===== src/hdl/cell_protection_pkg.sv =====
// Constants, types and delay figures for the cell protection sequencer
//
// Overview of operation
// - Overcharge held for delay drops charge gate
// - Short overcharge excursion ignored, count restarts
// - Overcharge released at release level or unplug plus load
// - Overcharge release condition must hold 16 ms
// - Unplugged above detect level keeps charge off
// - Overdischarge held for delay drops discharge gate
// - Short overdischarge excursion is ignored
// - Charger present: release above detect level
// - No charger: release at release level
// - Overdischarge asserts standby request
// - Depleted cell with charger enables charging
// - Excess discharge current held drops discharge gate
// - Short excess discharge excursion is ignored
// - Short level held 300 us drops discharge
// - Pull-down only in excess current or short
// - Sense low for release delay clears both
// - Excess discharge current beats overdischarge
// - Excess charge current held drops charge gate
// - Short excess charge excursion is ignored
// - Excess charge released by unplug plus load
// - Shortening level cuts three delays while charging
// - Excess charge release waits 1.2 ms
package cell_protection_pkg;

  // ****************************************
  // Clock and delay figures
  // ****************************************
  localparam real CLK_HZ = 100000000.0;
  localparam real OC_DETECT_DELAY_S = 1.0;
  localparam real OC_RELEASE_DELAY_MS = 16.0;
  localparam real OD_DETECT_DELAY_MS = 20.0;
  localparam real OD_RELEASE_DELAY_MS = 1.2;
  localparam real EDC_DETECT_DELAY_MS = 12.0;
  localparam real EDC_RELEASE_DELAY_MS = 1.2;
  localparam real SHORT_DETECT_DELAY_US = 300.0;
  localparam real ECC_DETECT_DELAY_MS = 8.0;
  localparam real ECC_RELEASE_DELAY_MS = 1.2;

  localparam int unsigned OC_DETECT_CYCLES_DEF = int'(OC_DETECT_DELAY_S * CLK_HZ);
  localparam int unsigned OC_RELEASE_CYCLES_DEF = int'(OC_RELEASE_DELAY_MS * CLK_HZ / 1000.0);
  localparam int unsigned OD_DETECT_CYCLES_DEF = int'(OD_DETECT_DELAY_MS * CLK_HZ / 1000.0);
  localparam int unsigned OD_RELEASE_CYCLES_DEF = int'(OD_RELEASE_DELAY_MS * CLK_HZ / 1000.0);
  localparam int unsigned EDC_DETECT_CYCLES_DEF = int'(EDC_DETECT_DELAY_MS * CLK_HZ / 1000.0);
  localparam int unsigned EDC_RELEASE_CYCLES_DEF = int'(EDC_RELEASE_DELAY_MS * CLK_HZ / 1000.0);
  localparam int unsigned SHORT_DETECT_CYCLES_DEF = int'(SHORT_DETECT_DELAY_US * CLK_HZ / 1.0e6);
  localparam int unsigned ECC_DETECT_CYCLES_DEF = int'(ECC_DETECT_DELAY_MS * CLK_HZ / 1000.0);
  localparam int unsigned ECC_RELEASE_CYCLES_DEF = int'(ECC_RELEASE_DELAY_MS * CLK_HZ / 1000.0);

  // Divisor applied to shortened delays
  localparam int unsigned DS_DIVISOR = 60;

  // ****************************************
  // Delay channels
  // ****************************************
  localparam int CNT_W = 27;
  localparam int NUM_DELAYS = 9;
  localparam int CH_OC_DET = 0;
  localparam int CH_OC_REL = 1;
  localparam int CH_OD_DET = 2;
  localparam int CH_OD_REL = 3;
  localparam int CH_EDC_DET = 4;
  localparam int CH_SHORT_DET = 5;
  localparam int CH_EDC_REL = 6;
  localparam int CH_ECC_DET = 7;
  localparam int CH_ECC_REL = 8;

  // ****************************************
  // Types
  // ****************************************
  typedef enum logic [1:0] {CHG_NORMAL, CHG_OVERCHARGE, CHG_EXCESS_CURRENT} charge_state_e;
  typedef enum logic [1:0] {DIS_NORMAL, DIS_OVERDISCHARGE, DIS_EXCESS_CURRENT, DIS_SHORT}
    discharge_state_e;

  // Comparator results, all active high
  typedef struct packed {
    logic overcharge_detector;
    logic overcharge_release_level;
    logic overdischarge_detector;
    logic overdischarge_release_level;
    logic discharge_overcurrent_detector;
    logic short_detector;
    logic charge_overcurrent_detector;
    logic delay_shortening;
    logic charger_present;
    logic load_present;
    logic cell_depleted;
  } cell_sense_s;

  typedef struct packed {
    logic charge_gate_enable;
    logic discharge_gate_enable;
    logic standby_request;
    logic sense_pulldown_enable;
  } gate_drive_s;

endpackage


===== src/hdl/cell_protection_sequencer.sv =====
// Protection state sequencer for one rechargeable cell
`timescale 1ns/1ns
module cell_protection_sequencer
  import cell_protection_pkg::*;
#(
  parameter int unsigned OC_DETECT_CYCLES = OC_DETECT_CYCLES_DEF,
  parameter int unsigned OC_RELEASE_CYCLES = OC_RELEASE_CYCLES_DEF,
  parameter int unsigned OD_DETECT_CYCLES = OD_DETECT_CYCLES_DEF,
  parameter int unsigned OD_RELEASE_CYCLES = OD_RELEASE_CYCLES_DEF,
  parameter int unsigned EDC_DETECT_CYCLES = EDC_DETECT_CYCLES_DEF,
  parameter int unsigned EDC_RELEASE_CYCLES = EDC_RELEASE_CYCLES_DEF,
  parameter int unsigned SHORT_DETECT_CYCLES = SHORT_DETECT_CYCLES_DEF,
  parameter int unsigned ECC_DETECT_CYCLES = ECC_DETECT_CYCLES_DEF,
  parameter int unsigned ECC_RELEASE_CYCLES = ECC_RELEASE_CYCLES_DEF
) (
  input wire logic ref_clk,
  input wire logic rst_n,
  input wire cell_sense_s sense,
  output gate_drive_s drive
);

  // ****************************************
  // Terminal counts
  // ****************************************
  function automatic logic [CNT_W-1:0] shortened(input int unsigned cycles);
    int unsigned q;
    q = cycles / DS_DIVISOR;
    if (q == 0) begin
      q = 1;
    end
    return CNT_W'(q);
  endfunction

  logic [CNT_W-1:0] term_normal [NUM_DELAYS];
  logic [CNT_W-1:0] term_short [NUM_DELAYS];

  assign term_normal[CH_OC_DET] = CNT_W'(OC_DETECT_CYCLES);
  assign term_normal[CH_OC_REL] = CNT_W'(OC_RELEASE_CYCLES);
  assign term_normal[CH_OD_DET] = CNT_W'(OD_DETECT_CYCLES);
  assign term_normal[CH_OD_REL] = CNT_W'(OD_RELEASE_CYCLES);
  assign term_normal[CH_EDC_DET] = CNT_W'(EDC_DETECT_CYCLES);
  assign term_normal[CH_SHORT_DET] = CNT_W'(SHORT_DETECT_CYCLES);
  assign term_normal[CH_EDC_REL] = CNT_W'(EDC_RELEASE_CYCLES);
  assign term_normal[CH_ECC_DET] = CNT_W'(ECC_DETECT_CYCLES);
  assign term_normal[CH_ECC_REL] = CNT_W'(ECC_RELEASE_CYCLES);

  // Only overcharge detect and both overdischarge delays shrink
  assign term_short[CH_OC_DET] = shortened(OC_DETECT_CYCLES);
  assign term_short[CH_OC_REL] = term_normal[CH_OC_REL];
  assign term_short[CH_OD_DET] = shortened(OD_DETECT_CYCLES);
  assign term_short[CH_OD_REL] = shortened(OD_RELEASE_CYCLES);
  assign term_short[CH_EDC_DET] = term_normal[CH_EDC_DET];
  assign term_short[CH_SHORT_DET] = term_normal[CH_SHORT_DET];
  assign term_short[CH_EDC_REL] = term_normal[CH_EDC_REL];
  assign term_short[CH_ECC_DET] = term_normal[CH_ECC_DET];
  assign term_short[CH_ECC_REL] = term_normal[CH_ECC_REL];

  // ****************************************
  // States and qualifying conditions
  // ****************************************
  charge_state_e chg_state;
  charge_state_e next_chg_state;
  discharge_state_e dis_state;
  discharge_state_e next_dis_state;
  logic [NUM_DELAYS-1:0] qual;
  logic [NUM_DELAYS-1:0] done;
  logic ds_active;
  logic unplugged_with_load;

  assign ds_active = drive.charge_gate_enable && sense.delay_shortening;
  assign unplugged_with_load = !sense.charger_present && sense.load_present;

  assign qual[CH_OC_DET] = (chg_state == CHG_NORMAL) && sense.overcharge_detector;
  assign qual[CH_OC_REL] = (chg_state == CHG_OVERCHARGE) && (sense.overcharge_release_level ||
    (!sense.overcharge_detector && unplugged_with_load));
  assign qual[CH_OD_DET] = (dis_state == DIS_NORMAL) && sense.overdischarge_detector &&
    !sense.discharge_overcurrent_detector;
  assign qual[CH_OD_REL] = (dis_state == DIS_OVERDISCHARGE) && (sense.charger_present ?
    !sense.overdischarge_detector : sense.overdischarge_release_level);
  assign qual[CH_EDC_DET] = (dis_state == DIS_NORMAL) && sense.discharge_overcurrent_detector &&
    !sense.short_detector;
  assign qual[CH_SHORT_DET] = ((dis_state == DIS_NORMAL) || (dis_state == DIS_EXCESS_CURRENT)) &&
    sense.short_detector;
  assign qual[CH_EDC_REL] = ((dis_state == DIS_EXCESS_CURRENT) || (dis_state == DIS_SHORT)) &&
    !sense.discharge_overcurrent_detector;
  assign qual[CH_ECC_DET] = (chg_state == CHG_NORMAL) && sense.charge_overcurrent_detector &&
    !sense.overcharge_detector;
  assign qual[CH_ECC_REL] = (chg_state == CHG_EXCESS_CURRENT) && unplugged_with_load;

  // ****************************************
  // Delay counters
  // ****************************************
  genvar gi;
  generate
    for (gi = 0; gi < NUM_DELAYS; gi++) begin : g_delay
      logic [CNT_W-1:0] cnt;
      logic [CNT_W-1:0] term;
      assign term = ds_active ? term_short[gi] : term_normal[gi];
      assign done[gi] = qual[gi] && (cnt >= term - CNT_W'(1));
      always_ff @(posedge ref_clk) begin
        if (!rst_n) begin
          cnt <= '0;
        end else if (!qual[gi] || done[gi]) begin
          cnt <= '0;
        end else begin
          cnt <= cnt + CNT_W'(1);
        end
      end
    end
  endgenerate

  // ****************************************
  // Charge side next state
  // ****************************************
  always_comb begin
    next_chg_state = chg_state;
    unique case (chg_state)
      CHG_NORMAL: begin
        if (done[CH_OC_DET]) begin
          next_chg_state = CHG_OVERCHARGE;
        end else if (done[CH_ECC_DET]) begin
          next_chg_state = CHG_EXCESS_CURRENT;
        end
      end
      CHG_OVERCHARGE: begin
        if (done[CH_OC_REL]) begin
          next_chg_state = CHG_NORMAL;
        end
      end
      CHG_EXCESS_CURRENT: begin
        if (done[CH_ECC_REL]) begin
          next_chg_state = CHG_NORMAL;
        end
      end
      default: begin
        next_chg_state = CHG_NORMAL;
      end
    endcase
  end

  // ****************************************
  // Discharge side next state
  // ****************************************
  always_comb begin
    next_dis_state = dis_state;
    unique case (dis_state)
      DIS_NORMAL: begin
        if (done[CH_SHORT_DET]) begin
          next_dis_state = DIS_SHORT;
        end else if (done[CH_EDC_DET]) begin
          next_dis_state = DIS_EXCESS_CURRENT;
        end else if (done[CH_OD_DET]) begin
          next_dis_state = DIS_OVERDISCHARGE;
        end
      end
      DIS_OVERDISCHARGE: begin
        if (done[CH_OD_REL]) begin
          next_dis_state = DIS_NORMAL;
        end
      end
      DIS_EXCESS_CURRENT: begin
        if (done[CH_SHORT_DET]) begin
          next_dis_state = DIS_SHORT;
        end else if (done[CH_EDC_REL]) begin
          next_dis_state = DIS_NORMAL;
        end
      end
      DIS_SHORT: begin
        if (done[CH_EDC_REL]) begin
          next_dis_state = DIS_NORMAL;
        end
      end
    endcase
  end

  // ****************************************
  // State registers
  // ****************************************
  always_ff @(posedge ref_clk) begin
    if (!rst_n) begin
      chg_state <= CHG_NORMAL;
    end else begin
      chg_state <= next_chg_state;
    end
  end

  always_ff @(posedge ref_clk) begin
    if (!rst_n) begin
      dis_state <= DIS_NORMAL;
    end else begin
      dis_state <= next_dis_state;
    end
  end

  // ****************************************
  // Registered outputs
  // ****************************************
  always_ff @(posedge ref_clk) begin
    if (!rst_n) begin
      drive.charge_gate_enable <= 1'b1;
    end else begin
      drive.charge_gate_enable <= (next_chg_state == CHG_NORMAL) ||
        (sense.cell_depleted && sense.charger_present);
    end
  end

  always_ff @(posedge ref_clk) begin
    if (!rst_n) begin
      drive.discharge_gate_enable <= 1'b1;
    end else begin
      drive.discharge_gate_enable <= (next_dis_state == DIS_NORMAL);
    end
  end

  always_ff @(posedge ref_clk) begin
    if (!rst_n) begin
      drive.standby_request <= 1'b0;
    end else begin
      drive.standby_request <= (next_dis_state == DIS_OVERDISCHARGE);
    end
  end

  always_ff @(posedge ref_clk) begin
    if (!rst_n) begin
      drive.sense_pulldown_enable <= 1'b0;
    end else begin
      drive.sense_pulldown_enable <= (next_dis_state == DIS_EXCESS_CURRENT) ||
        (next_dis_state == DIS_SHORT);
    end
  end

endmodule


===== config.mk =====
export PLATFORM = sky130hd
export DESIGN_NAME = cell_protection_sequencer
export DESIGN_NICKNAME = d
export VERILOG_FILES = /design/src/hdl/cell_protection_pkg.sv /design/src/hdl/cell_protection_sequencer.sv
export SDC_FILE = /design/constraint.sdc
export NUM_CORES = 1
export LEC_CHECK = 0
export ABC_AREA = 0
export ABC_CLOCK_PERIOD_IN_PS = 8000
export BUFFER_PORTS_ARGS = -buffer_cell sky130_fd_sc_hd__buf_2
export CAP_MARGIN = 10
export CORE_MARGIN = 2
export CORE_UTILIZATION = 45
export CTS_CLUSTER_SIZE = 25
export DETAILED_ROUTE_END_ITERATION = 8
export PLACE_DENSITY_LB_ADDON = 0.15
export SLEW_MARGIN = 20
export SYNTH_ARGS = -nofsm -noshare
export SYNTH_HDL_FRONTEND = slang
export SYNTH_SLANG_ARGS = --single-unit

===== constraint.sdc =====
create_clock -name ref_clk -period 8 [get_ports ref_clk]
set_clock_uncertainty 0.05 [all_clocks]
set_input_delay 2.4 -clock ref_clk [delete_from_list [all_inputs] [get_ports ref_clk]]
set_output_delay 2.4 -clock ref_clk [all_outputs]
set_load 0.005 [all_outputs]

==> impl_metrics.csv <==
group,metric,value,unit
run,max_cap_violations,0,
floorplanning,io_pins,17,
sta,setup_tns,0,ns
worst_setup_path,crit_slowest_cell,"nand3_2",
cts,worstSkewPairLatency,0.52,ns
cts,clk_pin_slew,0.06,ns
worst_setup_path,path_buf_inv,2,
sta,min_period,4.64,ns
sta,slew_headroom,39.5,%
synthesis,synth_cells,1127,
floorplanning,core,22400,um^2
cells_and_area,syn2layout_area_growth,14.2,%
sta,rsz0062_at_grt,"false",
routing,wire_per_inst,11.9,um
synthesis,synth_top_area_cell,"dfxtp_1",
global_routing,grt_max_degree,28,
worst_setup_path,cp_top_family,"simple AND/OR/NAND/NOR gates",
routing,wl,17900,um
synthesis,syn_avg_cell_area,9.04,um^2
routing,ant_nets,0,
outcome,run_status,"complete, no violations",
synthesis,yosys.area_share.adder,2.89,%
routing,drtIter0Drc,348,
worst_setup_path,rrSetupSlack,4.81,ns
routing,firstDrtPassIters,4,
synthesis,yosysMostFrequentCell,"dfxtp_1",
placement,portBuffers,16,
floorplanning,die-area,23900,um^2
power_and_ir_drop,power_density,223,nW/um^2
worst_setup_path,required,8.39,ns
synthesis,syn_area,10200,um^2
cts,cts-root-buf,"clkbuf_16",
routing,num_vias,7411,
synthesis,yosysUniqueCellTypes,72,
power_and_ir_drop,ir_drop,0.188,mV
placement,place.gp.congestion,0.789,
synthesis,synth_simple_gate_area_share,25.9,%
worst_setup_path,start_kind,"input pin",
floorplanning,die_y,154,um
synthesis,ys_seq_elements,251,
cts,cts_buffers,27,
worst_setup_path,path_cells,"buf_2 > nand2_2 > inv_2 > ha_1 > a21oi_1 > nor3b_1 > nor3_1 > o311ai_1 > nand2_1 > nand3_2 > nor2_1",
cells_and_area,fin_nets,1240,
worst_setup_path,crit_type,"input pin to flop",
routing,vias_per_cell,4.91,
synthesis,synth_ff_type,"dfxtp_1",
floorplanning,rows,55,
cts,cts_setup_buffers,0,
power_and_ir_drop,power.leakage,4.15,nW
floorplanning,die_x,154,um
placement,place_hpwl,12100,um
hold_path,hp-class,"flop to flop",
synthesis,synth_top_family_by_area,"simple AND/OR/NAND/NOR gates",
synthesis,synthXorXnorAreaFrac,13.2,%
sta,timing.final.crit_share,58.0,%
global_routing,grt_pass1_vias,6773,
synthesis,synth_top_area_share,49.3,%
synthesis,ys_warn_count,0,
sta,fmax,0.215,GHz
cells_and_area,finish.utilization,51.8,%
cts,clock_sinks,251,
cts,htree_levels,1,
sta,hold_viol,0,
synthesis,synthArstFlopShare,0,%
cts,ctsResizeCount,0,
synthesis,ys_seq_area_share,49.3,%
cells_and_area,drive_above_1_share,5.72,%
sta,tightest_slew,0.902,ns
worst_setup_path,path_max_fanout,27,
synthesis,ys_top_cells_by_area,"dfxtp_1 49%, nor2_1 8.8%, xor2_1 8.3%, xnor2_1 5.0%, nand3_1 4.2%",
global_routing,antenna_found_initial,1,
cts,cts_tree,"built",
synthesis,synth_edf_count,0,
worst_setup_path,end_kind,"flop",
global_routing,grt_usage,15.3,%
sta,setup_viol,0,
sta,finalMaxSlewViolations,0,
synthesis,synth_common_cells,"251 x dfxtp_1, 239 x nor2_1, 96 x xor2_1, 86 x nand3_1, 72 x nand2_1",
routing,route.detailed.drc,0,
synthesis,synth_compound_area_share,5.90,%
worst_setup_path,slowest_delay,0.43,ns
synthesis,synth.area.mux_share,0.295,%
worst_setup_path,crit_arrival,5.03,ns
global_routing,grt_first_pass_wirelength,31200,um
floorplanning,start_util,45.4,%
cts,hold_buffers,0,
global_routing,grt_overflow,0,
cts,cts.path.max_buffers,3,
per-stage QoR:
stage | setup WS (ns) | power, W | std cells | instance area, um^2 | hold slack (ns)
3_5_place_dp | 2.81 | 0.00135 | 1462 | 10700 | 0.382
3_3_place_gp | 2.90 | 0.00135 | 1462 | 10700 | 0.379
2_1_floorplan | 3.71 | 0.00134 | 1191 | 10400 | 0.362
5_1_grt | 2.99 | 0.00269 | 1508 | 11600 | 0.419
4_1_cts | 3.35 | 0.00263 | 1508 | 11600 | 0.397
6_report | 3.36 | 0.00259 | 1510 | 11600 | 0.391
power by group:
part | internal [W] | total (W) | switching [W]
clock network | 0.000784 | 0.00126 | 0.000478
registers | 0.00127 | 0.00128 | 0.00000912
logic | 0.0000169 | 0.0000456 | 0.0000287
worst register-to-register path: cells and delay by family (launching register included):
kind,cells,cell delay (ns)
compound gates,2,0.34
fa+ha+maj,1,0.31
buf+inv,1,0.43
flops,1,0.54
simple gates,6,1.45
final cells by class:
class / count / area (um^2)
Clock buffer: 38 / 797
Fill cell: 2124 / 10800
Multi-Input combinational cell: 886 / 5160
Sequential cell: 251 / 5020
Inverter: 24 / 90.1
Tap cell: 285 / 357
Antenna cell: 2 / 5.00
Clock inverter: 8 / 119
Timing Repair Buffer: 16 / 80.1
final timing paths:
path,cells after the start,endpoint,startpoint
min,1,g_delay[4].cnt[0]$_SDFF_PP0_,g_delay[4].cnt[0]$_SDFF_PP0_
max,11,g_delay[0].cnt[7]$_SDFF_PP0_,sense[3]
min reg2reg,1,g_delay[4].cnt[0]$_SDFF_PP0_,g_delay[4].cnt[0]$_SDFF_PP0_
max reg2reg,10,g_delay[0].cnt[7]$_SDFF_PP0_,drive[3]$_SDFF_PN1_
cells in the final DEF (no fill, tap or decap), drive strengths merged, types with 4 or more instances in the layout:
master,synthesis,layout
o21ai,16,16
nand3b,4,4
or3,4,4
and4,9,9
a21oi,22,22
nor3b,5,5
nand3,87,87
inv,24,24
ha,21,21
or4,4,4
conb,1,65
nand4,21,21
nor2,239,239
clkinv,0,5
clkbuf,19,38
and2,8,8
dfxtp,251,251
nand4b,6,6
nand2b,7,7
nor4,16,16
buf,11,16
nor4b,4,4
xor2,96,96
o22ai,5,5
a31oi,8,8
xnor2,58,58
and3,33,33
nand2,74,74
nor3,22,22
per-layer routing:
layer  routed length [um]  global-route usage, %  vias up
met5                    0                      0        -
met4                  314                   4.06        0
met3                  587                   3.08       26
met2                 8200                   26.1       72
met1                 8830                   19.7     3374
li1                     -                      -     3939
registers in the layout, indices dropped and copies added (netlist names):
register	count
g_delay.cnt	243
drive	4
chg_state	2
dis_state	2
logic make-up after synthesis:
| family | Yosys count |
|---|---|
| buf+inv | 54 |
| mux | 3 |
| compound gates | 88 |
| fa+ha+maj | 24 |
| xor+xnor | 154 |
| other cells | 1 |
| flops | 251 |
| simple gates | 552 |
(Power assumes the default switching activity.)
